--- src/design/pifb_defines.vh ---
// constants for the peripheral interrupt flag bank
`ifndef PIFB_DEFINES_VH
`define PIFB_DEFINES_VH

// ************************************************************
// register byte addresses
// ************************************************************
`define PIFB_OFF_FLAGS_ONE 8'h00
`define PIFB_OFF_FLAGS_TWO 8'h04
`define PIFB_OFF_FLAGS_THREE 8'h08
`define PIFB_OFF_FLAGS_FOUR 8'h0c
`define PIFB_OFF_ENABLES_ONE 8'h10
`define PIFB_OFF_ENABLES_TWO 8'h14
`define PIFB_OFF_ENABLES_THREE 8'h18
`define PIFB_OFF_ENABLES_FOUR 8'h1c
`define PIFB_OFF_GLOBAL_CTRL 8'h20
`define PIFB_OFF_IRQ_STATUS 8'h24
`define PIFB_OFF_IRQ_MASK 8'h28

// ************************************************************
// implemented and writable bit masks
// ************************************************************
`define PIFB_MASK_ONE 8'hff
`define PIFB_WRMASK_ONE 8'hcf
`define PIFB_MASK_TWO_LARGE 8'hf9
`define PIFB_MASK_TWO_SMALL 8'hf8
`define PIFB_MASK_THREE 8'h3a
`define PIFB_MASK_FOUR 8'h03
`define PIFB_MASK_GCTL 8'hc0
`define PIFB_MASK_STATUS 8'h1f

// ************************************************************
// field positions
// ************************************************************
`define PIFB_BIT_GLOBAL_EN 7
`define PIFB_BIT_PERIPH_EN 6
`define PIFB_STAT_REQ_RISE 4

// ************************************************************
// reset values and padding
// ************************************************************
`define PIFB_RST_BYTE 8'h00
`define PIFB_PAD_ZERO 24'h000000
`define PIFB_BYTE_ZERO 8'h00

`endif

--- src/design/pifb_flag_reg.v ---
// one eight-bit request flag register, hardware set and software write
module pifb_flag_reg #(
    parameter [7:0] IMPL_MASK = 8'hff,
    parameter [7:0] WR_MASK = 8'hff
) (
    // clock and reset
    input wire pclk,
    input wire presetn,
    // hardware condition pulses
    input wire [7:0] hw_set,
    // software write
    input wire wr_en,
    input wire [7:0] wdata,
    // state
    output wire [7:0] flags,
    output wire set_seen
);
`include "pifb_defines.vh"

    wire [7:0] flag_q;

    // one sticky flag per bit; hardware set wins over a software clear
    // each bit keeps its own flop so the vector has a single driver
    genvar i;
    generate
        for (i = 0; i < 8; i = i + 1) begin : g_bit
            if (IMPL_MASK[i]) begin : g_impl
                reg bit_q;
                always @(posedge pclk or negedge presetn) begin
                    if (!presetn) begin
                        bit_q <= 1'b0;
                    end else if (hw_set[i]) begin
                        bit_q <= 1'b1;
                    end else if (wr_en && WR_MASK[i]) begin
                        bit_q <= wdata[i];
                    end
                end
                assign flag_q[i] = bit_q;
            end else begin : g_none
                // absent bit: no storage, reads zero, writes dropped
                assign flag_q[i] = 1'b0;
            end
        end
    endgenerate

    assign flags = flag_q;
    assign set_seen = |(hw_set & IMPL_MASK);
endmodule

--- src/design/pifb_apb_if.v ---
// apb slave handshake for the flag bank, zero wait states
module pifb_apb_if (
    // apb request
    input wire psel,
    input wire penable,
    input wire pwrite,
    // decode result from the register file
    input wire addr_hit,
    // apb answer
    output wire pready,
    output wire pslverr,
    // strobes to the register file
    output wire setup_rd,
    output wire wr_stb,
    output wire rd_stb
);

    wire access;

    // every access completes in its first access cycle
    assign access = psel & penable;
    assign pready = access;
    assign pslverr = access & ~addr_hit;
    // read data is captured in the setup cycle so prdata is a flop
    assign setup_rd = psel & ~penable & ~pwrite;
    // unmapped addresses neither store nor clear anything
    assign wr_stb = access & pwrite & addr_hit;
    assign rd_stb = access & ~pwrite & addr_hit;
endmodule

--- src/design/pifb_bank.v ---
// peripheral interrupt flag bank with enables, global control and apb access
// Notes on behaviour
// - a flag sets on its condition regardless of any enable bit
// - a flag reads one while pending and zero otherwise
// - flags two: osc fail 7, comparators 6 5, nvm 4, collision 3, capcomp 0
// - flags three: capcomp four 5, three 4, timer six 3, timer four 1
// - unimplemented bits read zero and ignore writes
// - flags four bit 1: serial two collision, hardware set, software clear
// - flags four bit 0: serial two done, hardware set, software clear
// - every implemented flag resets to zero on any reset
// - flags three, four and capcomp two exist only in the large variant
// - an enable bit of one passes its flag, zero blocks it
// - no core request unless the peripheral enable bit is set
module pifb_bank #(
    parameter LARGE_VARIANT = 1
) (
    // clock and reset
    input wire pclk,
    input wire presetn,
    // apb slave
    input wire psel,
    input wire penable,
    input wire pwrite,
    input wire [7:0] paddr,
    input wire [31:0] pwdata,
    output reg [31:0] prdata,
    output wire pready,
    output wire pslverr,
    // first flag register conditions, one pulse per bit
    input wire [7:0] flags_one_events,
    // second flag register conditions
    input wire osc_fail_event,
    input wire comparator_two_event,
    input wire comparator_one_event,
    input wire nvm_write_done_event,
    input wire serial_one_collision_event,
    input wire capcomp_two_event,
    // third flag register conditions
    input wire capcomp_four_event,
    input wire capcomp_three_event,
    input wire timer_six_match_event,
    input wire timer_four_match_event,
    // fourth flag register conditions
    input wire serial_two_collision_event,
    input wire serial_two_done_event,
    // requests out
    output reg core_irq_req,
    output wire bank_irq
);
`include "pifb_defines.vh"

    // ************************************************************
    // variant dependent masks
    // ************************************************************
    // the small variant drops the capcomp two flag and the upper banks
    localparam [7:0] MASK_TWO = (LARGE_VARIANT != 0) ?
        `PIFB_MASK_TWO_LARGE : `PIFB_MASK_TWO_SMALL;
    localparam [7:0] MASK_THREE = (LARGE_VARIANT != 0) ?
        `PIFB_MASK_THREE : `PIFB_BYTE_ZERO;
    localparam [7:0] MASK_FOUR = (LARGE_VARIANT != 0) ?
        `PIFB_MASK_FOUR : `PIFB_BYTE_ZERO;

    // ************************************************************
    // declarations
    // ************************************************************
    wire setup_rd;
    wire wr_stb;
    wire rd_stb;
    reg addr_hit;
    reg [7:0] read_byte;
    wire [7:0] wbyte;

    wire [7:0] set_two;
    wire [7:0] set_three;
    wire [7:0] set_four;

    wire [7:0] flags_one;
    wire [7:0] flags_two;
    wire [7:0] flags_three;
    wire [7:0] flags_four;
    wire seen_one;
    wire seen_two;
    wire seen_three;
    wire seen_four;

    reg [7:0] enables_one;
    reg [7:0] enables_two;
    reg [7:0] enables_three;
    reg [7:0] enables_four;
    reg [7:0] global_ctrl;
    reg [7:0] irq_status;
    reg [7:0] irq_mask;
    reg [7:0] status_clr;

    wire global_irq_enable;
    wire peripheral_irq_enable;
    wire any_pending;
    wire next_core_irq_req;
    wire [7:0] status_events;

    assign wbyte = pwdata[7:0];

    // ************************************************************
    // bus handshake
    // ************************************************************
    pifb_apb_if u_apb (
        .psel(psel),
        .penable(penable),
        .pwrite(pwrite),
        .addr_hit(addr_hit),
        .pready(pready),
        .pslverr(pslverr),
        .setup_rd(setup_rd),
        .wr_stb(wr_stb),
        .rd_stb(rd_stb)
    );

    // ************************************************************
    // condition mapping onto bit positions
    // ************************************************************
    // second bank, bits 2 and 1 have no source
    assign set_two = {osc_fail_event,
                      comparator_two_event,
                      comparator_one_event,
                      nvm_write_done_event,
                      serial_one_collision_event,
                      2'b00,
                      capcomp_two_event};
    // third bank, bits 7, 6, 2 and 0 have no source
    assign set_three = {2'b00,
                        capcomp_four_event,
                        capcomp_three_event,
                        timer_six_match_event,
                        1'b0,
                        timer_four_match_event,
                        1'b0};
    // fourth bank, collision in bit 1 and done in bit 0
    assign set_four = {6'b000000,
                       serial_two_collision_event,
                       serial_two_done_event};

    // ************************************************************
    // flag registers
    // ************************************************************
    // conditions land in the flags with no look at any enable
    pifb_flag_reg #(
        .IMPL_MASK(`PIFB_MASK_ONE),
        .WR_MASK(`PIFB_WRMASK_ONE)
    ) u_flags_one (
        .pclk(pclk),
        .presetn(presetn),
        .hw_set(flags_one_events),
        .wr_en(wr_stb && (paddr == `PIFB_OFF_FLAGS_ONE)),
        .wdata(wbyte),
        .flags(flags_one),
        .set_seen(seen_one)
    );

    pifb_flag_reg #(
        .IMPL_MASK(MASK_TWO),
        .WR_MASK(MASK_TWO)
    ) u_flags_two (
        .pclk(pclk),
        .presetn(presetn),
        .hw_set(set_two),
        .wr_en(wr_stb && (paddr == `PIFB_OFF_FLAGS_TWO)),
        .wdata(wbyte),
        .flags(flags_two),
        .set_seen(seen_two)
    );

    pifb_flag_reg #(
        .IMPL_MASK(MASK_THREE),
        .WR_MASK(MASK_THREE)
    ) u_flags_three (
        .pclk(pclk),
        .presetn(presetn),
        .hw_set(set_three),
        .wr_en(wr_stb && (paddr == `PIFB_OFF_FLAGS_THREE)),
        .wdata(wbyte),
        .flags(flags_three),
        .set_seen(seen_three)
    );

    // fourth bank: writing zero is how software acknowledges
    pifb_flag_reg #(
        .IMPL_MASK(MASK_FOUR),
        .WR_MASK(MASK_FOUR)
    ) u_flags_four (
        .pclk(pclk),
        .presetn(presetn),
        .hw_set(set_four),
        .wr_en(wr_stb && (paddr == `PIFB_OFF_FLAGS_FOUR)),
        .wdata(wbyte),
        .flags(flags_four),
        .set_seen(seen_four)
    );

    // ************************************************************
    // enable, control and mask registers
    // ************************************************************
    // reset clears every enable so no stale flag fires at boot
    always @(posedge pclk or negedge presetn) begin
        if (!presetn) begin
            enables_one <= `PIFB_RST_BYTE;
            enables_two <= `PIFB_RST_BYTE;
            enables_three <= `PIFB_RST_BYTE;
            enables_four <= `PIFB_RST_BYTE;
            global_ctrl <= `PIFB_RST_BYTE;
            irq_mask <= `PIFB_RST_BYTE;
        end else if (wr_stb) begin
            case (paddr)
                `PIFB_OFF_ENABLES_ONE: begin
                    enables_one <= wbyte;
                end
                `PIFB_OFF_ENABLES_TWO: begin
                    enables_two <= wbyte & MASK_TWO;
                end
                `PIFB_OFF_ENABLES_THREE: begin
                    enables_three <= wbyte & MASK_THREE;
                end
                `PIFB_OFF_ENABLES_FOUR: begin
                    enables_four <= wbyte & MASK_FOUR;
                end
                `PIFB_OFF_GLOBAL_CTRL: begin
                    global_ctrl <= wbyte & `PIFB_MASK_GCTL;
                end
                `PIFB_OFF_IRQ_MASK: begin
                    irq_mask <= wbyte & `PIFB_MASK_STATUS;
                end
                default: begin
                    enables_one <= enables_one;
                end
            endcase
        end
    end

    // ************************************************************
    // request to the core
    // ************************************************************
    assign global_irq_enable = global_ctrl[`PIFB_BIT_GLOBAL_EN];
    assign peripheral_irq_enable = global_ctrl[`PIFB_BIT_PERIPH_EN];

    // each flag passes only where its own enable bit is one
    assign any_pending = |(flags_one & enables_one) |
                         |(flags_two & enables_two) |
                         |(flags_three & enables_three) |
                         |(flags_four & enables_four);

    // every source here is a peripheral, so both gates apply
    assign next_core_irq_req = any_pending &
                               peripheral_irq_enable &
                               global_irq_enable;

    // registered so the core sees a glitch free level
    always @(posedge pclk or negedge presetn) begin
        if (!presetn) begin
            core_irq_req <= 1'b0;
        end else begin
            core_irq_req <= next_core_irq_req;
        end
    end

    // ************************************************************
    // bank event status, cleared by reading it
    // ************************************************************
    // one bit per bank that saw a condition, plus request rise
    assign status_events = {3'b000,
                            next_core_irq_req & ~core_irq_req,
                            seen_four,
                            seen_three,
                            seen_two,
                            seen_one};

    // only bits already returned to software are cleared, so an
    // event landing between setup and access is kept
    always @* begin
        status_clr = `PIFB_BYTE_ZERO;
        if (rd_stb && (paddr == `PIFB_OFF_IRQ_STATUS)) begin
            status_clr = prdata[7:0];
        end
    end

    // set wins over the read clear
    always @(posedge pclk or negedge presetn) begin
        if (!presetn) begin
            irq_status <= `PIFB_RST_BYTE;
        end else begin
            irq_status <= ((irq_status & ~status_clr) | status_events) &
                          `PIFB_MASK_STATUS;
        end
    end

    assign bank_irq = |(irq_status & irq_mask);

    // ************************************************************
    // address decode and read mux
    // ************************************************************
    // absent registers of the small variant answer as unmapped
    always @* begin
        addr_hit = 1'b1;
        read_byte = `PIFB_BYTE_ZERO;
        case (paddr)
            `PIFB_OFF_FLAGS_ONE: begin
                read_byte = flags_one;
            end
            `PIFB_OFF_FLAGS_TWO: begin
                read_byte = flags_two & MASK_TWO;
            end
            `PIFB_OFF_FLAGS_THREE: begin
                read_byte = flags_three & MASK_THREE;
                addr_hit = (LARGE_VARIANT != 0);
            end
            `PIFB_OFF_FLAGS_FOUR: begin
                read_byte = flags_four & MASK_FOUR;
                addr_hit = (LARGE_VARIANT != 0);
            end
            `PIFB_OFF_ENABLES_ONE: begin
                read_byte = enables_one;
            end
            `PIFB_OFF_ENABLES_TWO: begin
                read_byte = enables_two;
            end
            `PIFB_OFF_ENABLES_THREE: begin
                read_byte = enables_three;
                addr_hit = (LARGE_VARIANT != 0);
            end
            `PIFB_OFF_ENABLES_FOUR: begin
                read_byte = enables_four;
                addr_hit = (LARGE_VARIANT != 0);
            end
            `PIFB_OFF_GLOBAL_CTRL: begin
                read_byte = global_ctrl;
            end
            `PIFB_OFF_IRQ_STATUS: begin
                read_byte = irq_status;
            end
            `PIFB_OFF_IRQ_MASK: begin
                read_byte = irq_mask;
            end
            default: begin
                addr_hit = 1'b0;
            end
        endcase
    end

    // read data caught in the setup cycle, held through access
    always @(posedge pclk or negedge presetn) begin
        if (!presetn) begin
            prdata <= {`PIFB_PAD_ZERO, `PIFB_BYTE_ZERO};
        end else if (setup_rd) begin
            prdata <= {`PIFB_PAD_ZERO, read_byte};
        end
    end
endmodule

--- config.mk ---
export PLATFORM = sky130hd
export DESIGN_NAME = pifb_bank
export DESIGN_NICKNAME = d
export VERILOG_FILES = /design/src/design/pifb_flag_reg.v /design/src/design/pifb_apb_if.v /design/src/design/pifb_bank.v
export VERILOG_INCLUDE_DIRS = /design/src /design/src/design
export SDC_FILE = /design/constraint.sdc
export NUM_CORES = 1
export LEC_CHECK = 0
export ABC_AREA = 1
export BUFFER_PORTS_ARGS = -buffer_cell sky130_fd_sc_hd__buf_2
export CORE_MARGIN = 3
export CORE_UTILIZATION = 47
export DETAILED_ROUTE_END_ITERATION = 7
export GPL_TIMING_DRIVEN = 0
export PLACE_DENSITY = 0.79
export RECOVER_POWER = 50
export SETUP_SLACK_MARGIN = 0.4
export SYNTH_ARGS = -nofsm -noshare
export SYNTH_HDL_FRONTEND = slang
export SYNTH_SLANG_ARGS = --single-unit
--- constraint.sdc ---
create_clock -name pclk -period 1.2 [get_ports pclk]
set_clock_uncertainty 0.15 [all_clocks]
set_input_delay 0 -clock pclk [delete_from_list [all_inputs] [get_ports pclk]]
set_output_delay 0 -clock pclk [all_outputs]
set_load 0.02 [all_outputs]
# Word level (Yosys, flattened, before mapping)
# Index checks and enable logic that the tools add are counted.
# word_totals
ff_bits	61
in_bits	65
# classes
eq_ne	10
muxes	39
bitwise_logic	26
n_reduce_logical	40
# op_table
operator	n
8-bit one-hot mux with 11 select lines	1
8-bit OR reduction	6
1-bit two-way mux	37
2-bit nonzero test	18
8-bit by 5-bit equality test with 1-bit output, second input constant	4
8-bit by 6-bit equality test with 1-bit output, second input constant	3
8-bit bitwise AND	2
8-bit by 4-bit equality test with 1-bit output, second input constant	2
2-bit AND reduction	6
1-bit bitwise AND	11
11-bit OR reduction	1
5-bit bitwise AND	2
8-bit by 3-bit equality test with 1-bit output, second input constant	1
8-bit logical NOT	1
6-bit bitwise AND	1
6-bit OR reduction	1
1-bit logical AND	5
5-bit two-way mux	1
5-bit NOT	1
5-bit bitwise OR	1
1-bit NOT	4
4-bit OR reduction	1
1-bit bitwise OR	3
2-bit bitwise AND	1
2-bit OR reduction	1

# Depth between registers and ports, before layout
# logic_depth
word_depth	9
mapped_depth	11

# Hierarchy
# A second synthesis with hierarchy kept.
# unflattened
hier_cells	533
hier_area_um2	3870.0
# modules_own_cells
module	instances	cells_each	area_each_um2	seq_area_each_um2
pifb_bank	1	374	2665.1	1026.0
pifb_flag_reg (u_flags_one)	1	52	437.9	200.2
pifb_flag_reg (u_flags_two)	1	44	331.6	150.1
pifb_flag_reg (u_flags_three)	1	32	241.5	100.1
pifb_flag_reg (u_flags_four)	1	21	153.9	50.0
pifb_apb_if	1	10	40.0	0.0

# Least setup slack after synthesis
# OpenSTA, ideal clock, no wires.
# synth_timing
kind	input to output
startpoint	input port paddr[6]
endpoint	output port pslverr
t_arrival_ns	1.076
path_slack_ns	-0.026
cell_stages	9
path_buffers	1
path_cell_list	inv_1 nand2_1 nor2_4 nand2_1 nand2_1 nor2_4 nand2_8 buf_4 nor2_1
# synth_between
elab_chain_len	5
elab_cells_between_ends	15
# synth_lines
item	line	text
start: declaration	pifb_bank.v:24	input wire [7:0] paddr,
8-bit by 3-bit equality test with 1-bit output (tied with other cells)	pifb_bank.v:303	case (paddr)
11-bit OR reduction (no source line) (*)	-	
1-bit two-way mux (*)	pifb_bank.v:303	
1-bit NOT (*)	pifb_apb_if.v:23	assign pslverr = access & ~addr_hit;
1-bit bitwise AND (*)	pifb_apb_if.v:23	
end: declaration	pifb_bank.v:28	output wire pslverr,
# Mark *: on every way between the ends. The rest lies on a longest branch, timed or not.

# Final worst setup path
# layout_timing
startpoint	register enables_four[1]
endpoint	register irq_status[4]
# layout_between
elab_chain_len	7
# layout_lines
item	line	text
start: declaration	pifb_bank.v:89	reg [7:0] enables_four;
start signal: assignment	pifb_bank.v:208	enables_four <= `PIFB_RST_BYTE;
start signal: assignment	pifb_bank.v:223	enables_four <= wbyte & MASK_FOUR;
2-bit bitwise AND	pifb_bank.v:248	|(flags_four & enables_four);
8-bit OR reduction	pifb_bank.v:248	
1-bit bitwise OR	pifb_bank.v:248	
1-bit bitwise AND	pifb_bank.v:251	assign next_core_irq_req = any_pending &
1-bit bitwise AND	pifb_bank.v:252	peripheral_irq_enable &
1-bit bitwise AND	pifb_bank.v:269	next_core_irq_req & ~core_irq_req,
5-bit bitwise OR	pifb_bank.v:289	irq_status <= ((irq_status & ~status_clr) | status_events) &
end signal: assignment	pifb_bank.v:287	irq_status <= `PIFB_RST_BYTE;
end signal: assignment	pifb_bank.v:289	
end: declaration	pifb_bank.v:91	reg [7:0] irq_status;
# No other way between the ends.
# A chain may end at the register's enable or synchronous reset.

==> results.rst <==
.. list-table::
   :header-rows: 1

   * - Metric
     - Value
   * - Path type of the worst setup path
     - reg2reg
   * - Max transition margin
     - 7.43%
   * - WL/cell
     - 19.7 um
   * - Fin nets
     - 683
   * - Clock period minus worst slack
     - 1.58 ns
   * - GRT Total Usage
     - 29.5%
   * - Slew at the pin with the worst max-slew slack
     - 1.39 ns
   * - Launching point of the worst reg2reg path
     - enables_four[1]$_DFFE_PN0P_
   * - Total Negative Setup Slacks
     - -1.80 ns
   * - Most prevalent standard cell on the critical path
     - nand2_1
   * - Die boundary height
     - 91.7 um
   * - Utilization after layout
     - 83.7%
   * - Synth top area cells
     - dfrtp_1 44%, nand2_1 18%, buf_4 5.7%
   * - Total setup violations reported at the end of the flow
     - 23
   * - Final Hold Slack
     - -0.275 ns
   * - Path type of the worst min-delay path
     - in2reg
   * - Clock input transition at the sequential cells of the worst setup and hold paths
     - 0.07 ns
   * - Most area-hungry cell type in the Yosys netlist
     - dfrtp_1
   * - Pre-Repair DR Iteration Count
     - 5
   * - Dpl cells
     - 628
   * - #FFs+latches synth
     - 61
   * - Number of instances in the synthesized netlist
     - 457
   * - Register area share after synthesis
     - 44.2%
   * - Maximum level of the CTS H-tree
     - 3
   * - CP endpoint kind
     - flip-flop
   * - Die area
     - 8410 um^2
   * - RSZ-0062 raised after global routing
     - yes
   * - Overall via count from detail_route
     - 4107
   * - Crit path largest cell delay
     - 0.41 ns
   * - # IOs
     - 101
   * - Type of element launching the critical path
     - flip-flop
   * - Clock tree from TritonCTS
     - done
   * - Violations in the final reports
     - hold timing, setup timing
   * - Static leakage
     - 0.00272 uW
   * - Count of inserted antenna diode cells
     - 0
   * - Proportion of netlist area held by the largest area contributor
     - 44.2%
   * - Footprint of the flip-flops and latches
     - 1530 um^2
   * - Number of nets with antenna violations after detailed routing
     - 0
   * - DRC marker count from the first detailed-route iteration
     - 431
   * - Number of buffer and inverter instances along the worst setup path
     - 0
   * - WP data required
     - 1.28 ns
   * - Overflow left after global routing
     - 0
   * - Arrival time of data at the critical path endpoint
     - 1.66 ns
   * - Setup slack of the critical path after layout
     - -0.380 ns
   * - Total number of yosys warnings
     - 0
   * - Maximum ir drop on the vdd rail
     - 0.696 mV
   * - Path depth of the worst reg2reg path
     - 8
   * - Std cell rows
     - 30
   * - Capture instance of the worst register-to-register path
     - irq_status[4]$_DFF_PN0_
   * - # fillers
     - 349
   * - Skew-Pair Late Insertion Delay
     - 0.35 ns
   * - Final cell count without fillers
     - 719
   * - Fraction of final layout cells with drive strength greater than 1
     - 50.9%
   * - Final Hold Viols
     - 80
   * - Power density normalized to cell area
     - 871 nW/um^2
   * - Post-Synthesis Cell Area
     - 3450 um^2
   * - Total of max-cap violations
     - 0
   * - Global-route wire length before repair
     - 19.5 mm
   * - Combined area of the multi-input logic cells
     - 2250 um^2
   * - Achievable frequency
     - 0.633 GHz
   * - Count of final max-slew check failures
     - 0
   * - Number of clock sinks
     - 61
   * - Number of global-route vias before repair
     - 3855
   * - Crit-path cells
     - nand2_1 -> nand2_1 -> a21oi_2 -> nand3_2 -> nor2_2 -> nand2_1 -> nand3b_1 -> nand2_1
   * - Number of buffers created by CTS
     - 9
   * - Share of the cycle needed by the critical path after routing
     - 132%
   * - Overall power after layout
     - 5060 uW
   * - Worst Hold Path EP
     - u_flags_one.g_bit[1].g_impl.bit_q$_DFFE_PN0P_
   * - Routability congestion estimate from global placement
     - 0.970
   * - Largest net degree at the start of global routing
     - 62
   * - Initial antenna violation count
     - 0
   * - Worst min-delay path startpoint
     - flags_one_events[1]
   * - Maximum clock insertion buffer count
     - 2
   * - Number of distinct standard cells referenced by the synthesized netlist
     - 30
   * - Core ar.
     - 6940 um^2
   * - Flop2flop setup slack
     - -0.38 ns
   * - Syn avg cell area
     - 7.56 um^2
   * - Result of the run
     - complete, but fails checks
   * - Crit-path leading delay family
     - simple AND/OR/NAND/NOR gates
   * - DRC violations left
     - 0
   * - Horizontal die dimension
     - 91.7 um
   * - I/O Buffers
     - 52
   * - Synth-to-Final Area Change
     - 68.3%
   * - Number of stages on the worst hold path
     - 3
   * - Initial standard-cell utilization of the core
     - 49.7%
   * - Detailed-placement wirelength estimate
     - 7.16 mm
   * - Root Buffer Master
     - clkbuf_8
   * - Cell with the largest stage delay on the worst path
     - dfrtp_1
   * - Critical-path maximum fanout
     - 3
   * - Final WL
     - 14.1 mm
   * - Vias/cell
     - 5.71
## what timing repair did
item / CTS / global route
pin swaps: 62 / 55
gates cloned: 3 / 1
endpoints found under the hold margin: 112 / 83
hold buffers: 26 / 2
setup buffers: 33 / 17
setup endpoints to repair: 133 / 72
resized for setup: 140 / 73
## cells in the mapped netlist
| cell | n |
|---|---|
| nand3_1 | 31 |
| nand3_4 | 1 |
| nand4_1 | 14 |
| nand3b_1 | 1 |
| clkinv_1 | 1 |
| nand3_2 | 4 |
| buf_4 | 26 |
| o21ai_1 | 12 |
| o21ai_2 | 8 |
| dfrtp_1 | 61 |
| nand2_8 | 1 |
| nor4_1 | 3 |
| a221oi_1 | 1 |
| nor2_2 | 3 |
| inv_2 | 2 |
| nand2_1 | 163 |
| clkbuf_1 | 1 |
| o21ai_0 | 23 |
| buf_12 | 1 |
| nor3b_1 | 2 |
| nand2_2 | 5 |
| nor2_4 | 5 |
| buf_2 | 1 |
| or2_2 | 2 |
| inv_1 | 45 |
| conb_1 | 1 |
| nor2_1 | 22 |
| nor3_1 | 2 |
| buf_6 | 1 |
| a21oi_1 | 14 |
## cell type report
type	count	share of cell area, %
Buffer	30	4.43
Clock buffer	12	2.50
Clock inverter	4	1.64
Inverter	48	4.20
Multi-Input combinational cell	342	38.7
Sequential cell	61	26.4
Tap cell	96	2.07
Timing Repair Buffer	126	20.1
## metal layers
metal	vias to the layer above	wire, um	global-route usage (%)
li1	1766	-	-
met1	1896	4960	36.3
met2	335	6900	48.4
met3	110	1410	7.22
met4	0	878	14.6
met5	-	0	0
## metrics by stage
stage	worst slack (ns)	hold slack [ns]	cell area [um^2]
after floorplan	-0.00138	-0.446	3780
after global placement	-0.395	0.0649	4170
after detailed placement	-0.455	0.0610	4170
after CTS	-0.265	-0.390	5440
after global routing	-0.425	-0.277	5810
final	-0.380	-0.275	5810
## worst min-delay path: cells and delay by family
family          cells  cell delay (ns)
compound gates      2             0.09
buf+inv             1             0.10
## placed cells by master, fill, tap and decap left out, types with 3 or more instances in the layout
master,count
nand2_1,112
dfrtp_1,55
buf_4,52
nand2_2,44
buf_6,34
buf_2,33
inv_1,30
conb_1,24
o21ai_1,21
dlygate4sd3_1,21
o21ai_2,19
nor2_4,17
nand4_1,14
nand3_4,13
nand3_2,13
nand3_1,11
a21oi_2,11
nand2_4,10
nor2_1,10
clkbuf_8,10
buf_8,8
dfrtp_2,6
buf_12,5
inv_2,4
inv_6,4
clkinvlp_4,4
nand2_8,3
inv_4,3
nor2_2,3
a21oi_1,3
bufinv_16,3
## how the worst max path moves through the flow
stage / start / to / slack, ns / cells after the start
floorplan: u_flags_four.g_bit[1].g_impl.bit_q$_DFFE_PN0P_ / irq_status[4]$_DFF_PN0_ / -0.001 / 8
global route: u_flags_four.g_bit[1].g_impl.bit_q$_DFFE_PN0P_ / irq_status[4]$_DFF_PN0_ / -0.42 / 8
global placement: paddr[1] / u_flags_one.g_bit[3].g_impl.bit_q$_DFFE_PN0P_ / -0.39 / 8
detailed placement: paddr[1] / u_flags_one.g_bit[3].g_impl.bit_q$_DFFE_PN0P_ / -0.46 / 8
CTS: u_flags_one.g_bit[2].g_impl.bit_q$_DFFE_PN0P_ / irq_status[4]$_DFF_PN0_ / -0.26 / 8
finish: enables_four[1]$_DFFE_PN0P_ / irq_status[4]$_DFF_PN0_ / -0.38 / 8
## cells by family after synthesis
kind of cell	count (synthesis)	synth area share (%)
simple gates	259	34.3
buf+inv	78	12.0
flops	61	44.2
compound gates	58	9.38
other cells	1	0.109
## registers in the layout, summed over array words and instances, names as in the netlist, 4 cells and up
register and count:
u_flags_one.g_bit.g_impl.bit_q 8, enables_two 6, u_flags_two.g_bit.g_impl.bit_q 6, enables_one 8
prdata 8, u_flags_three.g_bit.g_impl.bit_q 4, irq_status 5, enables_three 4
irq_mask 5
## power by group
group | total (uW) | switching [uW] | internal, uW
combinational | 690 | 406 | 284
sequential | 2070 | 5.23 | 2060
clock | 2310 | 870 | 1440
total | 5060 | 1280 | 3780
No activity file was read; power rests on OpenSTA's default activity.
